===== src/cqp_pkg.sv =====
// constants and state layout for the command queue prioritizer
// assumes an APB master on a 12-bit byte address, 32-bit data
package cqp_pkg;
	localparam int NQ    = 6;
	localparam int DEPTH = 4;
	localparam logic [2:0] CNT_FULL = 3'h4;

	// register byte offsets
	localparam logic [11:0] OFS_PUSH  = 12'h000;
	localparam logic [11:0] OFS_CTRL  = 12'h020;
	localparam logic [11:0] OFS_STAT  = 12'h040;
	localparam logic [11:0] OFS_CFG   = 12'h060;
	localparam logic [11:0] OFS_NULL  = 12'h064;
	localparam logic [11:0] OFS_EXT   = 12'h068;
	localparam logic [11:0] OFS_ENTRY = 12'h100;

	// request_control_register fields
	localparam int CTRL_FRE = 0;
	localparam int CTRL_FRS = 1;
	localparam int CTRL_LVL = 2;
	// fifo_status_register fields, then config and ext register bits
	localparam int STAT_FILL = 0;
	localparam int STAT_UF   = 1;
	localparam int STAT_TIDX = 4;
	localparam int STAT_CNT  = 8;
	localparam int CFG_SEN   = 0;
	localparam int EXT_INFL  = 2;

	// command word bits, lsb numbering
	localparam int CMD_EOQ   = 31;
	localparam int CMD_PAUSE = 30;
	localparam int CMD_EB    = 26;
	localparam int CMD_BN    = 25;

	localparam logic [1:0]  BUSY_STOP    = 2'h3;
	localparam logic [1:0]  EXT_FULL_RST = 2'h3;
	localparam logic [25:0] NULL_RST     = 26'h000_0000;

	typedef struct packed {
		logic [NQ-1:0][DEPTH-1:0][31:0] mem;
		logic [NQ-1:0][1:0]             pptr;
		logic [NQ-1:0][1:0]             tidx;
		logic [NQ-1:0][2:0]             cnt;
		logic [NQ-1:0]                  fre;
		logic [NQ-1:0]                  frs;
		logic [NQ-1:0]                  lvl;
		logic [NQ-1:0]                  uf;
		logic [NQ-1:0]                  stop;
		logic [NQ-1:0]                  irq;
		logic [NQ-1:0]                  dreq;
		logic [NQ-1:0]                  end_of_queue_bit;
		logic                           sen;
		logic [25:0]                    nfmt;
		logic [1:0]                     xfull;
		logic                           c0v;
		logic                           c1v;
		logic [31:0]                    c0c;
		logic [31:0]                    c1c;
		logic                           txl;
		logic                           txn;
		logic [25:0]                    txd;
		logic                           infl;
		logic [2:0]                     ifq;
		logic [31:0]                    rd;
		logic                           rdy;
		logic                           err;
	} cqp_state_type;
endpackage


===== src/cqp_command_fifo_prioritizer.sv =====
// six command queues, three fixed-priority arbiters, APB registers
// assumes converters take a command the cycle after ready is seen,
// and the serial link pulses tx_done once per loaded command
//
// Design decisions made here: the address map and the APB interface to the registers.
`timescale 1ns/1ps

// Function
// - six queues, four 32-bit entries each
// - fill flag set while a slot free
// - fill request to irq or dma by select
// - partial writes still push whole word
// - circular store, push and transfer pointers
// - entries mapped at four-byte steps
// - triggered queue drives head entry out
// - empty triggered queue flags underflow, skipped
// - empty count zero, full count four
// - pop decrements count, advances transfer pointer
// - completion at converter store or serial end
// - push stores, increments count and pointer
// - push to full queue is discarded
// - lower queue number wins
// - send only if target not full, highest
// - sending stops on eoq, edge-mode pause, level-mode gate, preemption
// - three independent arbiters, same-cycle issue
// - destination from external and buffer bits
// - converter gets highest eligible or nothing
// - serial picks highest with non-full buffer
// - null message when nothing sendable
// - external fullness from returned occupancy fields
// - occupancy 11 blocks; full after reset
// - null message is programmed 26-bit pattern
module cqp_command_fifo_prioritizer
	import cqp_pkg::*;
(
	input  wire logic        pclk,
	input  wire logic        presetn,
	input  wire logic        ce,
	input  wire logic        psel,
	input  wire logic        penable,
	input  wire logic        pwrite,
	input  wire logic [11:0] paddr,
	input  wire logic [31:0] pwdata,
	input  wire logic [3:0]  pstrb,
	output logic      [31:0] prdata,
	output logic             pready,
	output logic             pslverr,
	input  wire logic [5:0]  queue_state_trig,
	input  wire logic [5:0]  gate_open,
	input  wire logic        conv0_ready,
	output logic             conv0_valid,
	output logic      [31:0] conv0_cmd,
	input  wire logic        conv1_ready,
	output logic             conv1_valid,
	output logic      [31:0] conv1_cmd,
	input  wire logic        tx_ready,
	input  wire logic        tx_done,
	output logic             tx_load,
	output logic             tx_null,
	output logic      [25:0] tx_data,
	input  wire logic        rx_valid,
	input  wire logic [3:0]  rx_busy,
	output logic      [5:0]  fill_irq,
	output logic      [5:0]  fill_dma_req,
	output logic      [5:0]  eoq_reached
);

	localparam cqp_state_type ST_RST = '{xfull: EXT_FULL_RST,
		nfmt: NULL_RST, default: '0};

	cqp_state_type          st_ff;
	cqp_state_type          nxt_st;
	logic [NQ-1:0][31:0]    head;
	logic [NQ-1:0]          act;
	logic [NQ-1:0]          hit0;
	logic [NQ-1:0]          hit1;
	logic [NQ-1:0]          hitx;
	logic [NQ-1:0]          pop;
	logic [NQ-1:0]          push;
	logic [NQ-1:0]          ufclr;
	logic                   g0;
	logic                   g1;
	logic                   gx;
	logic [2:0]             s0;
	logic [2:0]             s1;
	logic [2:0]             sx;
	logic                   setup;
	logic                   acc;
	logic                   ok;
	logic [31:0]            rv;
	logic [2:0]             qn;
	logic [2:0]             en;
	logic                   is_push;
	logic                   is_ctrl;
	logic                   is_stat;
	logic                   is_cfg;
	logic                   is_null;
	logic                   is_ent;
	logic                   pushok;

	// eligibility and fixed-priority selection per destination
	always_comb begin
		g0 = 1'b0;
		g1 = 1'b0;
		gx = 1'b0;
		s0 = 3'h0;
		s1 = 3'h0;
		sx = 3'h0;
		for (int n = 0; n < NQ; n++) begin
			head[n] = st_ff.mem[n][st_ff.tidx[n]];
			// level mode needs an open gate; stop holds after eoq, or after pause in edge mode
			act[n] = queue_state_trig[n] & ~st_ff.stop[n]
				& (~st_ff.lvl[n] | gate_open[n])
				& (st_ff.cnt[n] != 3'h0);
			hit0[n] = act[n] & ~head[n][CMD_EB] & ~head[n][CMD_BN];
			hit1[n] = act[n] & ~head[n][CMD_EB] & head[n][CMD_BN];
			hitx[n] = act[n] & head[n][CMD_EB]
				& ~st_ff.xfull[head[n][CMD_BN]];
		end
		// scan downward so the lowest number is taken last and wins
		for (int n = NQ - 1; n >= 0; n--) begin
			if (hit0[n]) begin
				g0 = 1'b1;
				s0 = 3'(n);
			end
			if (hit1[n]) begin
				g1 = 1'b1;
				s1 = 3'(n);
			end
			if (hitx[n]) begin
				gx = 1'b1;
				sx = 3'(n);
			end
		end
	end

	// APB decode, if-else chain on address windows
	always_comb begin
		qn = paddr[4:2];
		en = paddr[6:4];
		is_push = 1'b0;
		is_ctrl = 1'b0;
		is_stat = 1'b0;
		is_cfg = 1'b0;
		is_null = 1'b0;
		is_ent = 1'b0;
		ok = 1'b1;
		rv = 32'h0000_0000;
		if (paddr[1:0] != 2'h0) begin
			ok = 1'b0;
		end else if (paddr[11:5] == OFS_PUSH[11:5] && qn < 3'(NQ)) begin
			is_push = 1'b1;
		end else if (paddr[11:5] == OFS_CTRL[11:5] && qn < 3'(NQ)) begin
			is_ctrl = 1'b1;
			rv[CTRL_FRE] = st_ff.fre[qn];
			rv[CTRL_FRS] = st_ff.frs[qn];
			rv[CTRL_LVL] = st_ff.lvl[qn];
		end else if (paddr[11:5] == OFS_STAT[11:5] && qn < 3'(NQ)) begin
			is_stat = 1'b1;
			rv[STAT_FILL] = st_ff.cnt[qn] != CNT_FULL;
			rv[STAT_UF] = st_ff.uf[qn];
			rv[STAT_TIDX+:2] = st_ff.tidx[qn];
			rv[STAT_CNT+:3] = st_ff.cnt[qn];
		end else if (paddr == OFS_CFG) begin
			is_cfg = 1'b1;
			rv[CFG_SEN] = st_ff.sen;
		end else if (paddr == OFS_NULL) begin
			is_null = 1'b1;
			rv[25:0] = st_ff.nfmt;
		end else if (paddr == OFS_EXT) begin
			rv[1:0] = st_ff.xfull;
			rv[EXT_INFL] = st_ff.infl;
		end else if (paddr[11:8] == OFS_ENTRY[11:8] && paddr[7] == 1'b0
			&& en < 3'(NQ)) begin
			is_ent = 1'b1;
			rv = st_ff.mem[en][paddr[3:2]];
		end else begin
			ok = 1'b0;
		end
	end

	always_comb begin
		nxt_st = st_ff;
		nxt_st.c0v = 1'b0;
		nxt_st.c1v = 1'b0;
		nxt_st.txl = 1'b0;
		nxt_st.end_of_queue_bit = '0;
		nxt_st.rdy = 1'b0;
		nxt_st.err = 1'b0;
		pop = '0;
		push = '0;
		ufclr = '0;
		pushok = 1'b0;
		setup = psel & ~penable;
		acc = psel & penable & st_ff.rdy;

		// no wait state: answer prepared at setup, shown in the first access cycle
		if (setup) begin
			nxt_st.rdy = 1'b1;
			nxt_st.rd = rv;
			nxt_st.err = ~ok;
		end
		if (acc && pwrite && ok) begin
			// byte strobes ignored: a narrow write still pushes a word
			if (is_push) begin
				push[qn] = 1'b1;
			end else if (is_ctrl) begin
				nxt_st.fre[qn] = pwdata[CTRL_FRE];
				nxt_st.frs[qn] = pwdata[CTRL_FRS];
				nxt_st.lvl[qn] = pwdata[CTRL_LVL];
			end else if (is_stat) begin
				ufclr[qn] = pwdata[STAT_UF];
			end else if (is_cfg) begin
				nxt_st.sen = pwdata[CFG_SEN];
			end else if (is_null) begin
				nxt_st.nfmt = pwdata[25:0];
			end
		end

		// converters: stored into the buffer counts as transferred
		if (conv0_ready && g0) begin
			nxt_st.c0v = 1'b1;
			nxt_st.c0c = head[s0];
			pop[s0] = 1'b1;
		end
		if (conv1_ready && g1) begin
			nxt_st.c1v = 1'b1;
			nxt_st.c1c = head[s1];
			pop[s1] = 1'b1;
		end

		// serial: the entry stays queued until its shift-out ends
		if (st_ff.infl && tx_done) begin
			pop[st_ff.ifq] = 1'b1;
			nxt_st.infl = 1'b0;
		end
		if (st_ff.sen && tx_ready && !st_ff.infl) begin
			nxt_st.txl = 1'b1;
			if (gx) begin
				nxt_st.txn = 1'b0;
				nxt_st.txd = head[sx][25:0];
				nxt_st.infl = 1'b1;
				nxt_st.ifq = sx;
			end else begin
				nxt_st.txn = 1'b1;
				nxt_st.txd = st_ff.nfmt;
			end
		end

		if (rx_valid) begin
			nxt_st.xfull[0] = rx_busy[1:0] == BUSY_STOP;
			nxt_st.xfull[1] = rx_busy[3:2] == BUSY_STOP;
		end

		for (int n = 0; n < NQ; n++) begin
			pushok = push[n] & (st_ff.cnt[n] != CNT_FULL);
			if (pushok) begin
				nxt_st.mem[n][st_ff.pptr[n]] = pwdata;
				nxt_st.pptr[n] = st_ff.pptr[n] + 2'h1;
			end
			if (!queue_state_trig[n]) begin
				nxt_st.stop[n] = 1'b0;
			end
			if (pop[n]) begin
				nxt_st.tidx[n] = st_ff.tidx[n] + 2'h1;
				nxt_st.end_of_queue_bit[n] = head[n][CMD_EOQ];
				if (head[n][CMD_EOQ]
					|| (head[n][CMD_PAUSE] && !st_ff.lvl[n])) begin
					nxt_st.stop[n] = 1'b1;
				end
			end
			if (pushok && !pop[n]) begin
				nxt_st.cnt[n] = st_ff.cnt[n] + 3'h1;
			end else if (pop[n] && !pushok) begin
				nxt_st.cnt[n] = st_ff.cnt[n] - 3'h1;
			end
			if (ufclr[n]) begin
				nxt_st.uf[n] = 1'b0;
			end
			// set after clear so a fresh underflow is never lost
			if (queue_state_trig[n] && !st_ff.stop[n]
				&& st_ff.cnt[n] == 3'h0) begin
				nxt_st.uf[n] = 1'b1;
			end
			nxt_st.irq[n] = st_ff.fre[n] & ~st_ff.frs[n]
				& (st_ff.cnt[n] != CNT_FULL);
			nxt_st.dreq[n] = st_ff.fre[n] & st_ff.frs[n]
				& (st_ff.cnt[n] != CNT_FULL);
		end
	end

	always_ff @(posedge pclk or negedge presetn) begin
		if (!presetn) begin
			st_ff <= ST_RST;
		end else if (ce) begin
			st_ff <= nxt_st;
		end
	end

	assign prdata       = st_ff.rd;
	assign pready       = st_ff.rdy;
	assign pslverr      = st_ff.err;
	assign conv0_valid  = st_ff.c0v;
	assign conv0_cmd    = st_ff.c0c;
	assign conv1_valid  = st_ff.c1v;
	assign conv1_cmd    = st_ff.c1c;
	assign tx_load      = st_ff.txl;
	assign tx_null      = st_ff.txn;
	assign tx_data      = st_ff.txd;
	assign fill_irq     = st_ff.irq;
	assign fill_dma_req = st_ff.dreq;
	assign eoq_reached  = st_ff.end_of_queue_bit;
endmodule


===== config.mk =====
export PLATFORM = sky130hd
export DESIGN_NAME = cqp_command_fifo_prioritizer
export DESIGN_NICKNAME = d
export VERILOG_FILES = /design/src/cqp_pkg.sv /design/src/cqp_command_fifo_prioritizer.sv
export SDC_FILE = /design/constraint.sdc
export NUM_CORES = 2
export LEC_CHECK = 0
export BUFFER_PORTS_ARGS = -buffer_cell sky130_fd_sc_hd__buf_4
export CAP_MARGIN = 40
export CORE_MARGIN = 2
export CORE_UTILIZATION = 60
export DETAILED_ROUTE_END_ITERATION = 8
export PLACE_DENSITY_LB_ADDON = 0.12
export SLEW_MARGIN = 40
export SYNTH_ARGS = -nofsm -noshare
export SYNTH_HDL_FRONTEND = slang
export SYNTH_SLANG_ARGS = --single-unit

===== constraint.sdc =====
create_clock -name pclk -period 10.35 [get_ports pclk]
set_input_delay 0 -clock pclk [delete_from_list [all_inputs] [get_ports pclk]]
set_output_delay 0 -clock pclk [all_outputs]
set_load 0.02 [all_outputs]

==> impl_metrics.env <==
export IMPL_status="complete, no violations"
export IMPL_synth_seq_cells=1019
export IMPL_sequentialPowerShare_pct=44.1
export IMPL_netSwitchingFraction_pct=30.2
export IMPL_crit_start="st_ff[227]$_DFFE_PN0P_"
export IMPL_r2r_end="st_ff[220]$_DFFE_PN0P_"
export IMPL_synthesis_instances=4676
export IMPL_die_y_microns=313
export IMPL_clkSinkCount=1019
export IMPL_core_sq_mm=0.0947
export IMPL_utilization_pct=66.5
export IMPL_crit_path_max_incr_delay_ns=0.70
export IMPL_critPathCapture="st_ff[220]$_DFFE_PN0P_"
export IMPL_initial_core_util_pct=60.4
export IMPL_htreeDepth=3
export IMPL_viasPerCell=7.30
export IMPL_io_pins=221
export IMPL_powerDensity_mw_per_mm2=159
export IMPL_io_buffers=216
export IMPL_vias=43355
export IMPL_power_leakage_uw=0.0287
export IMPL_drc=0
export IMPL_slowest_stage="a221oi_2"
export IMPL_p_sw_uw=3020
export IMPL_final_cells=5938
export IMPL_grt_max_degree=96
export IMPL_cp_depth=12
export IMPL_max_vdd_ir_drop_v=0.000153
export IMPL_antenna_found_initial=2
export IMPL_max_slew_worst_pin_slew_ns=0.976
export IMPL_crit_buf_inv=2
export IMPL_reg2reg_slack_ns=4.91
export IMPL_gp_congestion=0.919
export IMPL_grt_pass1_vias=42467
export IMPL_rsz0062_at_grt="no"
export IMPL_skew_ns=0.0241
export IMPL_ys_top_cells_by_area="dfrtp_1 44%, mux2_2 18%, mux4_2 9.3%, mux2i_1 4.5%, buf_4 1.9%"
export IMPL_critPathMaxFanout=33
export IMPL_rows=113
export IMPL_dp_cells=5672
export IMPL_power_internal_uw=6980
export IMPL_cp_cell_sequence="buf_4 > mux4_2 > nor4_1 > nand2b_1 > o211a_4 > a221oi_2 > ha_1 > inv_1 > fa_1 > xnor2_1 > nand2_1 > xnor2_1"
export IMPL_cts_setup_buffers=0
export IMPL_fmax_mhz=184
export IMPL_yosysSeqAreaShare_pct=44.5
export IMPL_cts_buffer_depth=3
export IMPL_synth_area_sq_mm=0.0573
export IMPL_regToRegStartpoint="st_ff[227]$_DFFE_PN0P_"
export IMPL_drt_antenna_violating_nets=0
export IMPL_die_w_microns=313
export IMPL_root_buffer="clkbuf_16"
export IMPL_drive_above_1_share_pct=37.2
export IMPL_wl_per_cell_microns=34.3
export IMPL_ys_types=85
export IMPL_pwr_share_comb_pct=15.9
export IMPL_cts_hold_buf=62
export IMPL_critical_path_top_delay_family="compound AO/OA/AOI/OAI gates"
export IMPL_grt_overflow=0
export IMPL_grt_use_total_pct=41.3
export IMPL_dpl_hpwl_microns=118000
export IMPL_ys_flop_type="dfrtp_1"
export IMPL_clk_latency_ns=0.72
export IMPL_post_cts_resized=0
export IMPL_drt_pass1_iter_count=7
export IMPL_drt_initial_drc_count=5900
export IMPL_finalCritPeriodShare_pct=52.6
export IMPL_dieArea_sq_mm=0.0979
export IMPL_cts_tree="yes"
export IMPL_max_slew_margin_pct=34.9
export IMPL_crit_path_start_kind="flip-flop"
export IMPL_endpoint_kind="flip-flop"
export IMPL_finalSetupViolations=0
export IMPL_grt_pass1_wl_microns=293000
export IMPL_slew_viol_final=0
export IMPL_crit_path_frequent_cell="xnor2_1"
export IMPL_layout_min_cycle_time_ns=5.44
export IMPL_cts_buffers_inserted=110
export IMPL_synth_area_per_cell_sq_um=12.2
export IMPL_synth_edff_count=0
export IMPL_routed_wl_microns=204000
export IMPL_async_reset_ff_share_pct=100
export IMPL_cap_violations=0
export IMPL_finalSetupTns_ns=0
export IMPL_ys_warn_count=0
export IMPL_hold_violations=0
export IMPL_hold_class="input port to flip-flop"
export IMPL_area_delta_synth_final_pct=10.1
export IMPL_nNetsFinal=4693
export IMPL_r2r_cells=12
export IMPL_yosys_area_top_type="dfrtp_1"
export IMPL_syn_nets=4787
export IMPL_crit_type="flip-flop to flip-flop"
export IMPL_clockPowerShare_pct=40.0
export IMPL_synth_top_area_share_pct=44.5
export IMPL_cp_data_arrival_time_ns=6.03
export IMPL_clk_transition_reported_paths_ns=0.06
export IMPL_critPathRequiredTime_ns=10.94
-- tightest hold or removal path, delay by kind of cell --
family | cells | cell delay [ns]
and+or+nand+nor | 4 | 0.48
buffers and inverters | 1 | 0.08
AOI/OAI and AO/OA | 1 | 0.18
-- power groups by stage --
stage | registers [uW] | clock network (uW) | logic, uW
CTS | 4390 | 4020 | 1550
global route | 4410 | 4190 | 1640
floorplan | 4220 | 0 | 1090
detailed placement | 4460 | 0 | 1520
global placement | 4460 | 0 | 1510
finish | 4410 | 4000 | 1590
-- routing by layer --
metal / wire, microns / share of wire [%] / global-route usage (%) / vias to the layer above
met1: 77500 / 38 / 56.3 / 22257
met5: 7 / 0.0034 / 0 / -
li1: - / - / - / 17168
met2: 86400 / 42 / 59.6 / 3131
met4: 13800 / 6.8 / 22.6 / 2
met3: 25800 / 13 / 12.0 / 797
-- synthesized netlist by cell type, types with 10 or more instances --
| cell | n |
|---|---|
| nand2_1 | 262 |
| mux2_1 | 56 |
| buf_1 | 37 |
| o21ai_0 | 105 |
| a32o_1 | 21 |
| a21oi_1 | 135 |
| clkbuf_1 | 284 |
| inv_1 | 68 |
| nand3_1 | 26 |
| o22a_1 | 17 |
| a211oi_1 | 33 |
| and2_1 | 33 |
| a211o_1 | 36 |
| dfrtp_1 | 1017 |
| mux2i_1 | 256 |
| o221ai_1 | 31 |
| or3_1 | 19 |
| nor2_1 | 230 |
| nand2b_1 | 10 |
| o2bb2ai_1 | 23 |
| a221o_1 | 38 |
| mux4_2 | 236 |
| nor3_1 | 21 |
| a22o_1 | 31 |
| o22ai_1 | 63 |
| mux2_2 | 923 |
| xnor2_1 | 27 |
| buf_2 | 114 |
| nor2b_1 | 14 |
| a221oi_1 | 76 |
| a31oi_1 | 61 |
| ha_1 | 30 |
| buf_4 | 146 |
| a311o_1 | 46 |
-- kinds of logic after synthesis --
kind of cell	Yosys count	synth area share [%]
AOI/OAI and AO/OA	778	10.0
xor gates and xnor gates	36	0.551
adders and majority gates	36	0.865
buffers and inverters	660	5.65
DFF	1019	44.5
muxes	1471	33.0
and+or+nand+nor	676	5.35
-- cell type report --
class / count / area, sq um
fill: 7224 / 31700
multi-input combinational: 2997 / 28600
sequential: 1019 / 25500
timing repair buffer: 384 / 3360
clock buffer: 175 / 3310
tap: 1265 / 1580
clock inverter: 26 / 309
inverter: 70 / 268
antenna: 2 / 5.00
-- worst min-delay path by stage --
stage | endpoint | cells past startpoint | from
after global routing | prdata[30]$_DFFE_PN0P_ | 3 | paddr[3]
after detailed placement | st_ff[536]$_DFFE_PN0P_ | 1 | presetn
after global placement | st_ff[280]$_DFFE_PN0P_ | 1 | presetn
final | prdata[8]$_DFFE_PN0P_ | 6 | paddr[11]
after floorplan | conv0_cmd[0]$_DFFE_PN0P_ | 0 | presetn
after CTS | prdata[8]$_DFFE_PN0P_ | 6 | paddr[11]
-- flip-flops by register name (all words and copies together) (netlist names), 6 cells and up --
register	flops
conv0_cmd	32
conv1_cmd	32
eoq_reached	6
fill_dma_req	6
fill_irq	6
prdata	32
st_ff	873
tx_data	26
-- layout by cell type, fill, tap and decap left out, drive strengths merged, types with 34 or more instances in the layout --
cell,count
a211o,36
a21oi,135
a221o,38
a221oi,78
a311o,46
a31oi,61
and2,34
buf,320
clkbuf,178
dfrtp,1017
dlygate4sd3,61
inv,72
mux2,979
mux2i,256
mux4,236
nand2,263
nor2,230
o21ai,108
o22ai,64
-- per-stage QoR --
stage / worst slack (ns) / hold slack [ns] / area [sq um] / power (uW)
4_1_cts: 5.06 / 0.0353 / 63000 / 9970
3_3_place_gp: 5.05 / 0.129 / 58400 / 5970
2_1_floorplan: 6.67 / -0.296 / 57300 / 5310
3_5_place_dp: 5.08 / -0.0604 / 58700 / 5990
6_report: 4.91 / 0.0718 / 63000 / 10000
5_1_grt: 4.70 / 0.105 / 63000 / 10200
Note: power is estimated with default switching activity, not from simulation.
